**config.mk**
```make
export PLATFORM = sky130hd
export DESIGN_NAME = pps_top
export DESIGN_NICKNAME = d
export VERILOG_FILES = /design/src/rtl/pps_pkg.sv /design/src/rtl/pps_top.sv
export SDC_FILE = /design/constraint.sdc
export NUM_CORES = 1
export LEC_CHECK = 0
export ABC_AREA = 1
export BUFFER_PORTS_ARGS = -buffer_cell sky130_fd_sc_hd__buf_2
export CORE_MARGIN = 2
export CORE_UTILIZATION = 50
export CTS_BUF_LIST = sky130_fd_sc_hd__clkbuf_4
export DETAILED_ROUTE_END_ITERATION = 8
export GPL_ROUTABILITY_DRIVEN = 0
export PLACE_DENSITY = 0.82
export SLEW_MARGIN = 20
export SYNTH_ARGS = -nofsm -noshare
export SYNTH_HDL_FRONTEND = slang
export SYNTH_SLANG_ARGS = --single-unit
```
**constraint.sdc**
```tcl
create_clock -name mclk -period 2.5 [get_ports mclk]
set_clock_uncertainty 0.2 [all_clocks]
set_input_delay 0.25 -clock mclk [delete_from_list [all_inputs] [get_ports mclk]]
set_output_delay 0.25 -clock mclk [all_outputs]
set_load 0.02 [all_outputs]
```
**src/rtl/pps_pkg.sv**
```systemverilog
package pps_pkg;
  // ----------------------------------------------------------------
  // Register map
  // ----------------------------------------------------------------
  localparam logic [11:0] PPS_PWR_MGMT_OFFSET = 12'h408;
  localparam logic [31:0] PPS_PWR_MGMT_RESET = 32'h00000000;
  localparam int PPS_SRC_SEL_BIT = 27;
  localparam int PPS_BL_OVR_BIT = 25;
  localparam int PPS_PWR_REQ_BIT = 24;
  localparam int PPS_UP_VDD_DATA_BIT = 23;
  localparam int PPS_UP_DATA_CON_BIT = 22;
  localparam int PPS_UP_CON_BL_BIT = 21;
  localparam int PPS_DN_BL_CON_BIT = 20;
  localparam int PPS_DN_CON_DATA_BIT = 19;
  localparam int PPS_DN_DATA_VDD_BIT = 18;
  // Writable bits: 27, 25..18
  localparam logic [31:0] PPS_WR_MASK = 32'h0BFC0000;
  localparam logic [1:0] PPS_RESP_OKAY = 2'h0;
  localparam logic [1:0] PPS_RESP_SLVERR = 2'h2;

  // ----------------------------------------------------------------
  // Timing
  // ----------------------------------------------------------------
  localparam int PPS_CLK_MHZ = 125;
  localparam int PPS_MS_CYCLES = PPS_CLK_MHZ * 1000;
  localparam int PPS_SHORT_MS = 32;
  localparam int PPS_LONG_MS = 128;
  localparam logic [7:0] PPS_SHORT_MS_W = 8'(PPS_SHORT_MS);
  localparam logic [7:0] PPS_LONG_MS_W = 8'(PPS_LONG_MS);

  // Sequencer steps: 0 off, 1 vdd, 2 data, 3 contrast, 4 backlight on
  localparam logic [2:0] PPS_STEP_OFF = 3'h0;
  localparam logic [2:0] PPS_STEP_ON = 3'h4;

  typedef enum logic [2:0]
  {
    PPS_AX_IDLE = 3'b001,
    PPS_AX_WRESP = 3'b010,
    PPS_AX_RRESP = 3'b100
  } pps_ax_t;
endpackage

```
**src/rtl/pps_top.sv**
```systemverilog
// The implementer's own choice: the AXI4-Lite slave port.
`timescale 1ns/1ns
// Operation
// Bit 27 of register 0x408 picks internal (0) or external (1) sequencing.
// In external mode bits 24..18 have no effect on any output.
// External mode: vdd enable follows vdd request, contrast follows lcd request.
// External mode: backlight-off follows bit 25 written by software.
// Internal mode: vdd, data, contrast and backlight sequenced automatically.
// Internal mode: bit 24 written 0 to 1 starts power-up, delays bits 23..21.
// Internal mode: bit 24 written 1 to 0 starts power-down, delays 20..18.
// Bit 24 readable anytime; one means panel on, zero means off.
// Each delay bit selects 32 ms when zero, 128 ms when one.
// Bit 25 one forces backlight off at once; zero follows sequence.
// Bit 24 starts sequences only while internal sequencing is selected.
// Register resets to zero: internal mode, panel off, short delays.
// Up: vdd, delay, data, delay, contrast, delay, backlight released.
// Down: backlight off, delay, contrast off, delay, data off, delay, vdd off.
// Backlight-off output is active low.
// Delays next to backlight are skipped while bit 25 overrides it.
// Unchanged bit 24 starts nothing; delays counted by a fixed millisecond tick.
// A reversed request turns the sequence round from the current step.
module pps_top
  import pps_pkg::*;
(
  input wire logic mclk,
  input wire logic arst_n,
  input wire logic clk_en,
  input wire logic [11:0] s_axi_awaddr,
  input wire logic s_axi_awvalid,
  output logic s_axi_awready,
  input wire logic [31:0] s_axi_wdata,
  input wire logic [3:0] s_axi_wstrb,
  input wire logic s_axi_wvalid,
  output logic s_axi_wready,
  output logic [1:0] s_axi_bresp,
  output logic s_axi_bvalid,
  input wire logic s_axi_bready,
  input wire logic [11:0] s_axi_araddr,
  input wire logic s_axi_arvalid,
  output logic s_axi_arready,
  output logic [31:0] s_axi_rdata,
  output logic [1:0] s_axi_rresp,
  output logic s_axi_rvalid,
  input wire logic s_axi_rready,
  input wire logic vdd_request_in,
  input wire logic lcd_request_in,
  output logic panel_vdd_enable,
  output logic panel_data_enable,
  output logic panel_contrast_enable,
  output logic backlight_off_n
);

  // ----------------------------------------------------------------
  // State
  // ----------------------------------------------------------------
  typedef struct packed
  {
    pps_ax_t ax;
    logic aw_got;
    logic w_got;
    logic [11:0] awaddr;
    logic [31:0] wdata;
    logic [3:0] wstrb;
    logic awready;
    logic wready;
    logic arready;
    logic bvalid;
    logic [1:0] bresp;
    logic rvalid;
    logic [31:0] rdata;
    logic [1:0] rresp;
    logic [31:0] reg_v;
    logic [2:0] step;
    logic [16:0] tick_cnt;
    logic [7:0] ms_cnt;
    logic vdd;
    logic data;
    logic con;
    logic bl_n;
  } pps_state_t;

  pps_state_t s_q;
  pps_state_t s_d;

  // Delay length in milliseconds for one phase bit
  function automatic logic [7:0] pps_delay_ms(input logic sel);
    pps_delay_ms = sel ? PPS_LONG_MS_W : PPS_SHORT_MS_W;
  endfunction

  // Merge write data into the register under byte strobes
  function automatic logic [31:0] pps_merge(input logic [31:0] old,
                                            input logic [31:0] wd,
                                            input logic [3:0] be);
    logic [31:0] m;
    m = old;
    for (int i = 0; i < 4; i++)
    begin
      if (be[i])
      begin
        m[i*8 +: 8] = wd[i*8 +: 8];
      end
    end
    pps_merge = (m & PPS_WR_MASK) | (old & ~PPS_WR_MASK);
  endfunction

  logic req_on;
  logic ext_mode;
  logic bl_ovr;
  logic ms_tick;
  logic [7:0] phase_ms;
  logic wr_hit;
  logic [31:0] wr_val;

  assign req_on = s_q.reg_v[PPS_PWR_REQ_BIT];
  assign ext_mode = s_q.reg_v[PPS_SRC_SEL_BIT];
  assign bl_ovr = s_q.reg_v[PPS_BL_OVR_BIT];
  assign ms_tick = (s_q.tick_cnt == 17'(PPS_MS_CYCLES - 1));

  // Delay before leaving the current step in the current direction
  always_comb
  begin
    phase_ms = PPS_SHORT_MS_W;
    if (req_on)
    begin
      case (s_q.step)
        3'h1: phase_ms = pps_delay_ms(s_q.reg_v[PPS_UP_VDD_DATA_BIT]);
        3'h2: phase_ms = pps_delay_ms(s_q.reg_v[PPS_UP_DATA_CON_BIT]);
        3'h3: phase_ms = pps_delay_ms(s_q.reg_v[PPS_UP_CON_BL_BIT]);
        default: phase_ms = PPS_SHORT_MS_W;
      endcase
    end
    else
    begin
      case (s_q.step)
        3'h3: phase_ms = pps_delay_ms(s_q.reg_v[PPS_DN_BL_CON_BIT]);
        3'h2: phase_ms = pps_delay_ms(s_q.reg_v[PPS_DN_CON_DATA_BIT]);
        3'h1: phase_ms = pps_delay_ms(s_q.reg_v[PPS_DN_DATA_VDD_BIT]);
        default: phase_ms = PPS_SHORT_MS_W;
      endcase
    end
  end

  assign wr_hit = (s_q.awaddr == PPS_PWR_MGMT_OFFSET);
  assign wr_val = pps_merge(s_q.reg_v, s_q.wdata, s_q.wstrb);

  // ----------------------------------------------------------------
  // Next state
  // ----------------------------------------------------------------
  always_comb
  begin
    logic adv;
    logic skip;
    s_d = s_q;
    adv = 1'b0;
    skip = 1'b0;

    // Bus slave: one write and one read at a time, read has priority
    case (s_q.ax)
      PPS_AX_IDLE:
      begin
        s_d.awready = 1'b0;
        s_d.wready = 1'b0;
        s_d.arready = 1'b0;
        if (s_axi_awvalid && s_q.awready)
        begin
          s_d.aw_got = 1'b1;
          s_d.awaddr = s_axi_awaddr;
        end
        if (s_axi_wvalid && s_q.wready)
        begin
          s_d.w_got = 1'b1;
          s_d.wdata = s_axi_wdata;
          s_d.wstrb = s_axi_wstrb;
        end
        if (s_axi_arvalid && s_q.arready)
        begin
          s_d.rvalid = 1'b1;
          s_d.rresp = PPS_RESP_SLVERR;
          s_d.rdata = 32'h00000000;
          if (s_axi_araddr == PPS_PWR_MGMT_OFFSET)
          begin
            s_d.rdata = s_q.reg_v;
            s_d.rresp = PPS_RESP_OKAY;
          end
          s_d.ax = PPS_AX_RRESP;
        end
        else if (s_q.aw_got && s_q.w_got)
        begin
          s_d.aw_got = 1'b0;
          s_d.w_got = 1'b0;
          s_d.bvalid = 1'b1;
          s_d.bresp = wr_hit ? PPS_RESP_OKAY : PPS_RESP_SLVERR;
          if (wr_hit)
          begin
            // Request edges only arise from a real change of the bit
            s_d.reg_v = wr_val;
          end
          s_d.ax = PPS_AX_WRESP;
        end
        else
        begin
          s_d.awready = !s_d.aw_got && !(s_axi_awvalid && s_q.awready);
          s_d.wready = !s_d.w_got && !(s_axi_wvalid && s_q.wready);
          s_d.arready = !(s_axi_arvalid && s_q.arready);
        end
      end
      PPS_AX_WRESP:
      begin
        if (s_axi_bready)
        begin
          s_d.bvalid = 1'b0;
          s_d.ax = PPS_AX_IDLE;
        end
      end
      PPS_AX_RRESP:
      begin
        if (s_axi_rready)
        begin
          s_d.rvalid = 1'b0;
          s_d.ax = PPS_AX_IDLE;
        end
      end
      default:
      begin
        s_d.ax = PPS_AX_IDLE;
      end
    endcase

    // Millisecond time base
    s_d.tick_cnt = ms_tick ? 17'h00000 : s_q.tick_cnt + 17'h00001;

    // Sequencer: step chases the request, reversing from where it stands
    if (ext_mode)
    begin
      s_d.ms_cnt = 8'h00;
    end
    else if ((req_on && s_q.step == PPS_STEP_ON) ||
             (!req_on && s_q.step == PPS_STEP_OFF))
    begin
      s_d.ms_cnt = 8'h00;
    end
    else
    begin
      // First move out of the off step or the on step is immediate
      if ((req_on && s_q.step == PPS_STEP_OFF) ||
          (!req_on && s_q.step == PPS_STEP_ON))
      begin
        adv = 1'b1;
      end
      // Backlight-adjacent delays drop out under override
      skip = bl_ovr && ((req_on && s_q.step == 3'h3) ||
                        (!req_on && s_q.step == 3'h3));
      if (skip)
      begin
        adv = 1'b1;
      end
      if (!adv && ms_tick)
      begin
        if (s_q.ms_cnt + 8'h01 >= phase_ms)
        begin
          adv = 1'b1;
        end
        else
        begin
          s_d.ms_cnt = s_q.ms_cnt + 8'h01;
        end
      end
      if (adv)
      begin
        s_d.ms_cnt = 8'h00;
        s_d.step = req_on ? s_q.step + 3'h1 : s_q.step - 3'h1;
      end
    end

    // Outputs
    if (ext_mode)
    begin
      s_d.vdd = vdd_request_in;
      s_d.con = lcd_request_in;
      s_d.data = vdd_request_in;
      s_d.bl_n = !bl_ovr;
    end
    else
    begin
      s_d.vdd = (s_d.step >= 3'h1);
      s_d.data = (s_d.step >= 3'h2);
      s_d.con = (s_d.step >= 3'h3);
      s_d.bl_n = (s_d.step == PPS_STEP_ON) && !bl_ovr;
    end
  end

  // ----------------------------------------------------------------
  // Registers
  // ----------------------------------------------------------------
  always_ff @(posedge mclk or negedge arst_n)
  begin
    if (!arst_n)
    begin
      s_q <= '0;
      s_q.ax <= PPS_AX_IDLE;
    end
    else if (clk_en)
    begin
      s_q <= s_d;
    end
  end

  assign s_axi_awready = s_q.awready;
  assign s_axi_wready = s_q.wready;
  assign s_axi_arready = s_q.arready;
  assign s_axi_bvalid = s_q.bvalid;
  assign s_axi_bresp = s_q.bresp;
  assign s_axi_rvalid = s_q.rvalid;
  assign s_axi_rdata = s_q.rdata;
  assign s_axi_rresp = s_q.rresp;
  assign panel_vdd_enable = s_q.vdd;
  assign panel_data_enable = s_q.data;
  assign panel_contrast_enable = s_q.con;
  assign backlight_off_n = s_q.bl_n;
endmodule

```
# ---- Word-level counts from Yosys, hierarchy flattened
# Index checks and enable logic that the tools add are counted.
dict set report word_totals {
  inputBits 70
  word_cells 140
  out_inout_bits 45
  ff_bits 154
}
dict set report op_classes {
  n_reduce_logical 40
  magnitude_cmp 4
  muxes 50
  n_bitwise 2
  addsub 4
  eq_ne 18
}
# op count
set op_table {}
lappend op_table {{2-to-1 mux 8 bit} 13}
lappend op_table {{case mux 8 bit (3 select lines)} 2}
lappend op_table {{2-to-1 mux 35 bit} 1}
lappend op_table {{2-to-1 mux 34 bit} 1}
lappend op_table {{bitwise OR 28 x 32 -> 32 bit} 1}
lappend op_table {{2-to-1 mux 3 bit} 9}
lappend op_table {{equality test 12 x 11 -> 1 bit, second input constant} 2}
lappend op_table {{adder 17 x 1 -> 17 bit, second input constant} 1}
lappend op_table {{equality test 17 bit, second input constant} 1}
lappend op_table {{2-to-1 mux 17 bit} 1}
lappend op_table {{logical AND 1 bit} 15}
lappend op_table {{2-to-1 mux 1 bit} 14}
lappend op_table {{AND reduction 3 bit} 4}
lappend op_table {{AND reduction 4 bit} 3}
lappend op_table {{!= test 2 bit, second input constant} 5}
lappend op_table {{AND reduction 5 bit} 2}
lappend op_table {{equality test 3 x 2 -> 1 bit, second input constant} 3}
lappend op_table {{equality test 3 bit, second input constant} 3}
lappend op_table {{case mux 3 bit (3 select lines)} 1}
lappend op_table {{adder 8 x 1 -> 8 bit, second input constant} 1}
lappend op_table {{>= comparator 8 bit} 1}
lappend op_table {{zero test 1 bit} 8}
lappend op_table {{2-to-1 mux 4 bit} 2}
lappend op_table {{equality test 3 x 1 -> 1 bit, second input constant} 2}
lappend op_table {{other kinds (16)} 22}

# ---- Logic depth before layout (Yosys ltp)
# Gate-level depths: netlist of the first run.
dict set report depth {
  depth_word 18
  depth_mapped 20
  mapped_depth_nobuf 20
}

# ---- Worst setup path before layout of the first run
# No wires, ideal clock.
dict set report synth_path {
  path_type {register to register}
  from {register s_q[31] (netlist name)}
  to {register s_q (netlist bit panel_vdd_enable)}
  setup_time_ns 0.117
  required_ns 2.183
  period_less_slack_ns 2.623
  t_arrival_ns 2.306
  path_slack_ns -0.123
  stages_incl_launch_ff 21
  path_cell_list {dfrtp_1 clkinv_1 ha_1 a21oi_1 o221ai_1 o21ai_0 nand2_1 ha_1 nand3_1 nor2_1 nand2_1 nand2_1 nand2_1 nand2_2 nand2_1 nand3_1 nand2_1 nand2_1 nand2_1 nor2_1 nor2_1}
}
dict set report synth_between {
  elab_chain_cells 17
  elab_cells_between_ends 37
  classes_between {2 x add/sub; 2 x order compare; 4 x eq/ne; 16 x mux; 13 x reduce/logical}
}
# element line
set synth_rtl {}
lappend synth_rtl {{from (decl)} pps_top.sv:82} ;# pps_state_t s_q;
lappend synth_rtl {{parallel branches: the longest is 14 deep, another holds >= comparator 8 bit} n/a}
lappend synth_rtl {{2-to-1 mux 3 bit (*)} pps_top.sv:233} ;# if (ext_mode)
lappend synth_rtl {{>= comparator 3 x 1 -> 1 bit (*)} pps_top.sv:285} ;# s_d.vdd = (s_d.step >= 3'h1);
lappend synth_rtl {{2-to-1 mux 4 bit (*)} pps_top.sv:276} ;# if (ext_mode)
# Mark *: on every way between the ends. The select of a mux whose other input is x is not followed.
# A chain may end at the register's enable or synchronous reset.

# ---- Worst setup path in the final report of the first run
dict set report layout_path {
  from {register s_q[30] (netlist name)}
  to {register s_q (netlist bit panel_vdd_enable)}
}
# Same word-level chain as after synthesis.

==> results by stage, run 1 <==
Timing:
- The final number of max-transition violations is 0.
- On the final layout, the worst hold slack is about 51 ps.
- The count of final hold-check violations came to 0.
- The relative max-transition margin is 0.637.
- Setup repair after global routing could not meet its margin everywhere.
- The highest clock rate is ~350 MHz.
- The worst-case setup margin in the final layout is -321 ps.
- The count of final setup violators is 14.
- Counting I/O delays and the setup requirement, the final critical path takes 2820 ps.
- The slew of the pin with the lowest slew margin is between 500 and 600 ps.
- Dividing the final minimum period by the clock period gives 1.13.

Detailed routing:
- The final layout contains routed wiring with a total length of 11.1 mm.
- The routed layout has 4027 vias.
- For this run, design rule violations remaining after detail routing come to 0.
- The post-detailed-route via-to-cell ratio is 5.38.
- The detail route stage leaves a number of antenna-violating nets equal to 0.
- Dividing the detail-routed wire length by the instance count gives around 15 microns.
- In this run, the number of DRC markers left after iteration 0 of detailed routing was 234.
- The length of the first detailed-routing pass in iterations is 7.

Worst setup path:
- The largest fanout of any net on the critical path is 5.
- The critical path arrival is 3010 ps.
- STA classifies the critical path endpoint as a flip-flop.
- The startpoint class of the critical path is a flip-flop.
- The worst setup path is of the reg -> reg kind.
- For the worst setup path, the data required time is 2690 ps.

Final layout:
- After the flow finishes, the layout carries non-filler instances totaling 749.
- Of the cells placed in the final design, the portion with a size suffix greater than 1 is 0.328.
- 0 antenna diodes ended up in the layout.
- The multi-input combinational cells in the finished layout cover a total of ~0.0020 sq mm.
- The register with the most flip-flops in the layout has 62 of them.
- Ranked by flip-flop count, first place goes to s_q.
- Compared with the post-synthesis result, the final layout area differs by 26.9%.
- The combined flip-flop and latch cell area is 0.00215 sq mm.
- After routing the design area is 0.00572 sq mm.
- The filler cells instantiated in the layout total between 600 and 700.
- The final layout contains 716 nets.

Worst hold path:
- The path class of the tightest hold or removal check is in -> reg.

Global routing:
- In the global route stage, overall resource usage came out at 0.232.
- Entering global routing, the biggest net connects 45 pins.
- The number of antenna violations at the first check in global routing is 0.
- The first global-routing pass estimated 18.2 mm of wire.
- The total global routing overflow is 0.
- The number of global-route vias before repair was 3946.

Clocking:
- The clock reaches the later pin of the worst-skew pair after 450 ps.
- The buffer depth of the longest clock path is 2.
- The level count of the clock H-tree is 3.
- The master cell of the clock root buffer is clkbuf_4.
- The TritonCTS sink count is 86.
- TritonCTS created 9 clock buffers.
- TritonCTS built the clock tree.
- The clock transition time at the flip-flop clock pins of the worst setup and hold paths is ~140 ps.

Synthesis:
- In the synthesized netlist the async set-or-reset flop fraction comes to 1.00.
- The area share of the leading cell type in the synthesized netlist is 0.472.
- The netlist uses 44 different library cells.
- The yosys synthesis warning count is 0.
- The fraction of the yosys area taken by sequential cells is 0.478.
- In this run, synthesis produced a sequential element count of 86.
- The cell area after synthesis is 0.00451 sq mm.
- The number of cells produced by synthesis is between 500 and 600.
- The mean area per synthesized cell is just under 9 sq um.
- Ranked by total cell area, the synthesized netlist is headed by dfrtp_1, nand2_1, buf_4, inv_1, o21ai_0.
- The top cell type by total area after synthesis is dfrtp_1.
- Among all flip-flop cells after synthesis, the most frequent one is dfrtp_1.
- The number of synthesized flops with an enable pin is 0.

Placement:
- The post-detailed-placement half-perimeter wirelength is a little over 7 mm.
- The cell count after placement is 698.
- The count of port buffers added during placement is 87.
- The placement-stage cell area is approximately 0.0050 sq mm.

Run status:
- The flow ran to the end, but the final reports show violations.
- The final reports fail on negative setup slack.

Flow run:
- The tool flagged a number of max-cap violations equal to 0.

Pwr:
- The design draws 0.00584 W.
- Summed over all cells, the static leakage comes to approximately 2.8 nW.
- IR analysis of the VDD net gives a maximum drop of 0.714 mV.
- The power density over cell area is 1020 mW/mm^2.

Die:
- The placeable core region is 0.00872 sq mm.
- The die span in y is 98.9 microns.
- The starting utilization of the core area is 0.517.
- The die outline width is 98.9 microns.
- The die covers 0.00979 sq mm.
- In this run the core area contains 34 standard-cell rows.
- During I/O placement, the number of pins put on the boundary was about 120.
logic make-up (layout without fill, tap and decap cells):
group,Yosys count,in the layout,synth area share
and+or+nand+nor,195,195,0.200
buffers and inverters,116,241,0.127
DFF,86,86,0.478
AOI/OAI and AO/OA,81,81,0.107
muxes,16,16,0.0400
adders and majority gates,10,10,0.0278
xor gates and xnor gates,10,10,0.0194
other,1,2,0.000832
placed cells by master (no fill, tap or decap), drive strengths merged, types with 9 or more instances in the layout:
master       instances
xor2                 9
mux2                16
nor3                19
ha                  10
nand3               27
clkbuf               9
o21ai               42
nand4                9
dfrtp               85
dlygate4sd3         29
nor2                49
a21oi               19
inv                 74
nand2               76
buf                123
nor4                10
synthesized netlist by cell type (2+ instances only):
cell type   n
a31oi_1     2
nand2_1    73
nor3_2      2
a211oi_1    2
nand2_2     3
buf_4      36
a21oi_1    19
nor2_4      2
a211oi_2    2
o21ai_0    40
clkbuf_1    6
inv_1      70
nor4_1     10
o211a_1     2
inv_2       2
a22o_1      2
nand3_1    26
o22ai_1     4
nor2_1     46
nand4_1     9
ha_1       10
o221ai_1    2
o21ai_1     2
xor2_1      9
nor3_1     16
mux2_2     16
dfrtp_1    85
what timing repair did:
action | 4_1_cts | 5_1_grt
hold buffers | 29 | 0
hold endpoints to repair | 72 | 0
resized for setup | 18 | 36
buffers inserted | 2 | 4
endpoints found under the setup margin | 15 | 16
pin swaps | 17 | 15
where the power goes:
part / total (W) / internal [W] / leakage [nW] / switching [W]
clock: 0.000913 / 0.000409 / 0.0806 / 0.000505
sequential: 0.00221 / 0.00183 / 1.06 / 0.000380
combinational: 0.00271 / 0.00111 / 1.69 / 0.00160
total: 0.00584 / 0.00335 / 2.82 / 0.00249
area by class of cell:
cell class                      count  share of cell area
Inverter                           73              0.0481
Timing Repair Buffer              152               0.177
Clock inverter                      7              0.0168
Multi-Input combinational cell    314               0.346
Sequential cell                    86               0.377
Clock buffer                        9              0.0118
Tap cell                          108              0.0236
worst paths after layout:
check	startpoint	endpoint	slack, ps	cells after the start
min	s_axi_araddr[4]	s_axi_rdata[19]	50	4
max	s_q[30]	panel_vdd_enable	-320	19
min in group asynchronous	arst_n	s_q[129]	110	2
max in group asynchronous	arst_n	s_q[155]	1310	3
min reg2reg	s_axi_rdata[19]	s_axi_rdata[19]	310	2
max reg2reg	s_q[30]	panel_vdd_enable	-320	19
worst max-delay path, stage by stage (launching register included):
cell and delay, ps:
dfrtp_1 450, ha_2 220, ha_4 180, a21oi_2 150, o221ai_2 100, o21ai_1 80, nand2_1 70, ha_1 270
nand3_1 60, nor2_1 90, nand2_1 60, nand2_1 70, nand2_2 80, nand2_4 100, nand2_2 90, nand2_2 90
nand2_4 70, o21ai_4 160, nor2_2 60, nor2_1 110
per-layer routing:
| metal | share of wire | up-vias | global-route usage | wire [microns] |
|---|---|---|---|---|
| met3 | 0.052 | 32 | 0.0426 | 577 |
| met4 | 0.030 | 0 | 0.0927 | 336 |
| li1 | - | 1911 | - | - |
| met5 | 0 | - | 0 | 0 |
| met2 | 0.51 | 141 | 0.406 | 5700 |
| met1 | 0.40 | 1943 | 0.284 | 4490 |
through the flow:
stage | util | setup TNS (ps) | setup WS, ps
2_1_floorplan | - | -2.53 | -2.53
3_3_place_gp | 0.578 | -653 | -152
3_5_place_dp | 0.578 | -1530 | -272
4_1_cts | 0.637 | -1760 | -282
5_1_grt | 0.656 | -4310 | -510
6_report | 0.656 | -1790 | -321
(Power assumes the default switching activity.)
==> run 2, diff against run 1 <==
- CAP_MARGIN: not set -> 25
- CTS_CLUSTER_SIZE: not set -> 10
- PLACE_DENSITY: 0.82 -> 0.79
==> run 2 against run 1 <==
Compared with the run above:
- final cell count is 0.13% lower
- count of clock-buffer cells in the layout is 1 higher
- sequential power is 2% lower
- largest cell class unchanged
- the flow still finishes with violations (negative setup slack)
- final area is 2.1% lower
- setup slack better by 84 ps
- largest power group unchanged
- critical endpoint unchanged
- via count is 3.4% lower
- total power is 6.5% lower
==> results by stage, run 2 (synthesis results as in run 1) <==
Run status:
- The checks that failed: negative setup slack.
- The run finished, with violations left.

Worst setup path:
- The critical path contains buffers and inverters numbering 0 combined.
- The depth of the worst register-to-register path is 20.
- Setup slack on the worst reg-to-reg path comes out at -240 ps.
- The largest fanout of any net on the critical path is 5.
- The cell type of the slowest stage on the worst timing path is dfrtp_1.
- The longest individual stage delay on the worst path is 430 ps.
- The startpoint identified for the worst register-to-register timing path is s_q[30].
- The cell seen most often among critical-path stages is nand2_1.
- In this run the critical register-to-register path is captured at panel_vdd_enable.
- The critical path goes through ha_2 > ha_4 > a21oi_2 > o221ai_1 > o21ai_1 > nand2_1 > ha_1 > nand3_1 > nor2_1 > nand2_1 > nand2_1 > nand2_2 > nand2_4 > nand2_1 > nand3_2 > nand2_4 > nand2_2 > nand2_1 > nor2_1 > nor2_1.
- STA puts the critical path data required time at 2660 ps.
- The startpoint class of the critical path is a flip-flop.
- The worst setup path is captured at a flip-flop.
- The critical path arrival is 2900 ps.
- The path type of the worst setup path is reg -> reg.
- The cell family contributing the most delay on the critical path is simple AND/OR/NAND/NOR gates.

Global routing:
- Entering global routing, the biggest net connects 43 pins.
- The global-route wire length before repair is about 17 mm.
- Summed over all layers, the global routing overflow is 0.
- met2 is the most crowded layer.
- Across every metal layer, demand over resource in global routing totals 0.216.
- The number of antenna violations at the first check in global routing was 0.
- The number of global-route vias before repair is roughly 3800.
- For met2 alone, demand over resource in global routing was 0.374.
- In the global route stage, met3 resource usage came out at 0.0454.
- For this run, global-route usage on met1 was measured as 0.258.

Detailed routing:
- In the final routed layout, each cell accounts on average for 13.6 microns.
- For this block, the routed nets add up to 10.2 mm of wire.
- The total number of vias is between 3000 and 4000.
- After the first detailed-routing iteration, the DRC count stood at 135.
- The DRC violations left is 0.
- The remaining antenna violation count after routing is 0.
- Dividing the detail-routed via count by the number of cells gives 5.20.
- The length of the first detailed-routing pass in iterations is 4.

Placement:
- The post-detailed-placement half-perimeter wirelength is 7.13 mm.
- The count of port buffers added during placement is a little under 90.
- At the placement stage, the worst setup path has a slack of -222 ps.

Final layout:
- The share of post-route cells with drive strength above 1 is 0.298.
- The final layout contains 715 nets.
- The area added between synthesis and finish is 24.2%.
- The antenna diode count is 0.
- The register with the most flip-flops in the final layout is s_q.
- The register with the most flip-flops in the layout has 62 of them.
- The count of filler cells inserted in the layout is 692.
- For this run, the share of the core covered by cells in the final layout is 0.642.
- The top cell types in the final layout, fill and taps aside, are buf_2, dfrtp_1, inv_1.
- The library cell used most frequently in the layout, excluding fill and tap cells, is buf_2.

Timing:
- The highest clock rate is 365 MHz.
- Dividing the final minimum period by the clock period gives 1.09.
- After layout, the minimum clock period comes to 2740 ps.
- Setup violations remaining at the end of the flow were counted as 15.
- The relative max-transition margin is 0.644.
- The final number of max-transition violations is 0.
- Setup repair after global routing could not meet its margin everywhere.
- The count of final hold-check violations is 0.
- The slew of the pin with the lowest slew margin is between 500 and 600 ps.
- The worst-case setup margin in the final layout is -237 ps.

Clocking:
- Clock-pin slew was measured on the worst setup and hold paths at about 140 ps.
- The TritonCTS clock tree is yes.
- The clock latency reported for the late side of the worst-skew pair is ~450 ps.
- The clock net in this run drives a total of 86 sinks.
- TritonCTS created 9 clock buffers.
- The master cell of the clock root buffer is clkbuf_4.
- The H-tree was split into 3 levels.
- The buffer depth of the longest clock path is 2.

Pwr:
- The power density over cell area is 975 mW/mm^2.
- The total power draw is 0.00546 W.
- The maximum VDD drop is 0.656 mV.
- Summed over all cells, the static leakage comes to 2.79 nW.

Flow run:
- The max capacitance violation total is 0.

Die:
- The die is about 100 microns wide.
- Row generation in the floorplan step produced 34 rows.
- Pin placement for this block handled 115 I/O pins.
- For this configuration, the core starts out at a cell density of 0.517.
- The die footprint is between 0.009 and 0.01 sq mm.
- The die span in y is 98.9 microns.
- The placeable core region is around 0.0087 sq mm.

Worst hold path:
- The critical hold path startpoint is s_axi_araddr[5].
- The worst hold path passes through 4 cells.
- The path class of the tightest hold or removal check is in -> reg.
- The path with the worst hold slack has its endpoint at s_axi_rdata[21].
run 2: worst max-delay path by stage:
stage               startpoint          endpoint  slack, ps  cells after the start
detailed placement     s_q[30]  panel_vdd_enable       -220                     19
global placement       s_q[30]  panel_vdd_enable       -160                     20
CTS                    s_q[29]  panel_vdd_enable       -190                     20
finish                 s_q[30]  panel_vdd_enable       -240                     20
floorplan              s_q[29]  panel_vdd_enable         -3                     20
global route           s_q[30]  panel_vdd_enable       -400                     20
run 2: worst reg2reg max path, delay by kind of cell (launching register included):
kind                       cells  cell delay, ps
adders and majority gates      3             650
DFF                            1             430
AOI/OAI and AO/OA              3             320
and+or+nand+nor               14            1050
run 2: layout make-up:
class | count | area, sq um | share of cell area
well taps | 108 | 135 | 0.0241
flip-flops and latches | 86 | 2150 | 0.385
repair buffers | 151 | 1010 | 0.180
inverters | 73 | 275 | 0.0492
clock inverters | 6 | 72.6 | 0.0130
multi-input cells | 314 | 1880 | 0.336
clock buffers | 10 | 75.1 | 0.0134
run 2: repair_timing:
action                     4_1_cts  5_1_grt
hold endpoints to repair       101        0
hold buffers                    29        0
gates cloned                     0        0
buffers inserted                 1        3
gates resized for setup         15       14
pin swaps                        5       14
setup endpoints to repair        9       16
run 2: routing by layer:
metal,wire (microns),up-vias
met4,231,0
met5,0,-
li1,-,1906
met1,4210,1846
met3,499,23
met2,5220,117
run 2: per-stage QoR:
| step | std cells | hold slack, ps | cell area, sq um | TNS [ps] |
|---|---|---|---|---|
| 5_1_grt | 748 | 63.2 | 5600 | -5340 |
| 3_3_place_gp | 699 | 66.7 | 5050 | -663 |
| 3_5_place_dp | 699 | 67.4 | 5050 | -1120 |
| 2_1_floorplan | 516 | -246 | 4530 | -2.53 |
| 4_1_cts | 745 | 34.0 | 5520 | -1600 |
| 6_report | 748 | 65.8 | 5600 | -2320 |
run 2: power by group:
group / internal, W / total [W] / switching [W]
Sequential: 0.00183 / 0.00217 / 0.000341
Combinational: 0.00103 / 0.00246 / 0.00143
Clock: 0.000323 / 0.000822 / 0.000499
==> run 3, diff against run 2 <==
- HOLD_SLACK_MARGIN: not set -> 0.15
==> run 3 against run 2 <==
Compared with the run above:
- clock power barely moved
- the flow still finishes with violations (negative setup slack)
- sequential power barely moved
- flip-flop and latch count unchanged
- total power grew 1.6%
- register-to-register slack about the same
- die area is the same
- routed wire length grew 6.9%
- count of clock-buffer cells in the layout stayed put
- sequential share of layout area down 1.1 points
- largest power group unchanged
==> results by stage, run 3 (synthesis results as in run 1) <==
Run status:
- The flow ran to the end, but the final reports show violations.
- The final reports fail on negative setup slack.

Timing:
- The final number of max-transition violations is 0.
- Setup repair after global routing could not meet its margin everywhere.
- The worst-case setup margin in the final layout is -244 ps.
- The count of final setup violators is 15.
- The count of final hold-check violations was 0.
- The highest clock rate is approximately 360 MHz.
- The ratio of final minimum period to clock period is 1.10.
- After layout, the minimum clock period comes to about 2700 ps.

Die:
- For this configuration, the core starts out at a cell density of 0.517.
- The number of core rows is 34.
- In this run the vertical extent of the chip is 98.9 microns.
- The floorplan step defined a die boundary enclosing 0.00979 sq mm.
- After floorplanning, the core was sized to cover 0.00872 sq mm.
- The die outline width is 98.9 microns.
- The number of placed I/O pins is 115.

Final layout:
- The area added between synthesis and finish is 27.7%.
- The register with the most flip-flops in the layout has 62 of them.
- s_q holds more flip-flops than any other register.
- The share of post-route cells with drive strength above 1 is 0.298.
- The top cell types in the final layout, fill and taps aside, are buf_2, dfrtp_1, inv_1.
- 0 antenna diodes ended up in the layout.
- Leaving out fill and tap cells, the most frequent cell in the layout is buf_2.
- The count of filler cells inserted in the layout is 654.
- The number of standard cells in the layout, taps in and fillers out is 762.
- The net count of the finished layout is 729.

Worst hold path:
- The worst hold path belongs to the class reg -> reg.

Pwr:
- The design draws 0.00555 W.
- The power density over cell area is 964 mW/mm^2.
- The total net switching power is 0.00232 W.
- The part of the total power dissipated in combinational logic is 0.458.
- In this run the static leakage power is 2.86 nW.
- Of the total power, the clock network draws 0.148.
- The net switching fraction of the power is 0.418.
- The internal portion of the total power is between 0.003 and 0.004 W.
- The maximum VDD drop is 0.628 mV.
- The share of total power dissipated in sequential elements is 0.394.

Clocking:
- The TritonCTS sink count is 86.
- The clock latency reported for the late side of the worst-skew pair is between 400 and 500 ps.
- TritonCTS created 9 clock buffers.
- The TritonCTS clock tree is yes.
- The clock transition time at the flip-flop clock pins of the worst setup and hold paths is 150 ps.
- Clock tree synthesis selected as its root buffer the cell clkbuf_4.
- The H-tree generated during clock tree synthesis spans 3 levels.
- Counting along the longest clock path gives a buffer depth of 2.

Placement:
- The count of port buffers added during placement is 87.
- In this run, placement finished with an instance count of 699.
- The post-detailed-placement half-perimeter wirelength is 7.13 mm.

Worst setup path:
- The worst setup path is captured at a flip-flop.
- STA puts the critical path data arrival time at between 2000 and 3000 ps.
- The startpoint class of the critical path is a flip-flop.
- The path type of the worst setup path is reg -> reg.
- The data required time of the worst path is 2660 ps.
- The largest fanout of any net on the critical path is 5.

Flow run:
- The max capacitance violation total is 0.

Global routing:
- In the global route stage, met1 resource usage came out at 0.268.
- The number of antenna violations at the first check in global routing is 0.
- The total global routing overflow is 0.
- The aggregate global-route resource usage is 0.227.
- Entering global routing, the biggest net connects 40 pins.
- The met3 global-route usage is 0.0468.
- The number of global-route vias before repair came to 3944.
- The global-route wire length before repair is 17.8 mm.
- For met2 alone, demand over resource in global routing was 0.396.
- met2 is the most crowded layer.

Detailed routing:
- The routed wire length is 10.9 mm.
- In the routed design, unresolved DRC markers number 0.
- The count of routing violations after the opening detailed-route iteration is between 150 and 200.
- For this run, the detailed router's first-pass iteration total came to 4.
- The routed layout has between 4000 and 5000 vias.
- Dividing the detail-routed wire length by the instance count gives 14.3 microns.
- After detailed routing, the number of vias per cell comes to 5.29.
- In this run the remaining antenna-violating nets after routing total 0.
## run 3: cell types whose count changed in the layout (fill, tap and decap cells not counted), sizes merged
cell         delta
dlygate4sd3    +12
buf             +2
## run 3: layout make-up
cell class / instances / area (sq um) / share of cell area
clock buffer: 10 / 75.1 / 0.0130
clock inverter: 6 / 72.6 / 0.0126
inverter: 73 / 275 / 0.0478
multi-input combinational: 314 / 1880 / 0.327
sequential: 86 / 2150 / 0.374
tap: 108 / 135 / 0.0235
timing repair buffer: 165 / 1160 / 0.202
## run 3: stage by stage
step / hold WS (ps) / TNS [ps] / worst slack (ps) / area (sq um) / utilization
4_1_cts: 312 / -1590 / -194 / 5660 / 0.649
2_1_floorplan: -246 / -2.53 / -2.53 / 4530 / -
3_5_place_dp: 67.4 / -1120 / -222 / 5050 / 0.579
6_report: 306 / -2350 / -244 / 5760 / 0.660
3_3_place_gp: 66.7 / -663 / -157 / 5050 / 0.579
5_1_grt: 340 / -5440 / -434 / 5760 / 0.660
## run 3: final timing paths
path,depth (start not counted),to,start,slack [ps]
setup / recovery,20,panel_vdd_enable,s_q[30],-240
hold / removal,2,s_axi_rdata[25],s_axi_rdata[25],310
setup reg to reg,20,panel_vdd_enable,s_q[30],-240
hold reg to reg,2,s_axi_rdata[25],s_axi_rdata[25],310
max in group asynchronous,4,s_q[15],arst_n,1170
min in group asynchronous,3,s_q[155],arst_n,700
## run 3: critical path, cell delays in order, from the launching register on
cell and delay, ps:
dfrtp_1 430, ha_2 210, ha_4 170, a21oi_2 110, o221ai_1 120, o21ai_1 90
nand2_1 70, ha_1 270, nand3_1 70, nor2_1 100, nand2_1 50, nand2_1 80
nand2_2 90, nand2_4 110, nand2_1 70, nand3_2 80, nand2_4 60, nand2_2 80
nand2_1 50, nor2_1 90, nor2_1 50
## run 3: layer usage
layer / up-vias / part of all wire
met3: 23 / 0.055
met1: 1936 / 0.40
met5: - / 0
met4: 0 / 0.022
li1: 1938 / -
met2: 137 / 0.52
## run 3: repair_timing
action / CTS / global route
hold buffers: 42 / 0
cloned: 0 / 1
hold endpoints to repair: 137 / 0
resized for setup: 15 / 18
endpoints found under the setup margin: 9 / 18
pin swaps: 5 / 14
buffers inserted: 1 / 3
## run 3: power groups by stage
stage	logic (W)	registers (W)	clock network, W
5_1_grt	0.00279	0.00224	0.000894
3_3_place_gp	0.00208	0.00217	0
2_1_floorplan	0.00157	0.00221	0
4_1_cts	0.00231	0.00216	0.000829
6_report	0.00254	0.00218	0.000821
3_5_place_dp	0.00216	0.00219	0
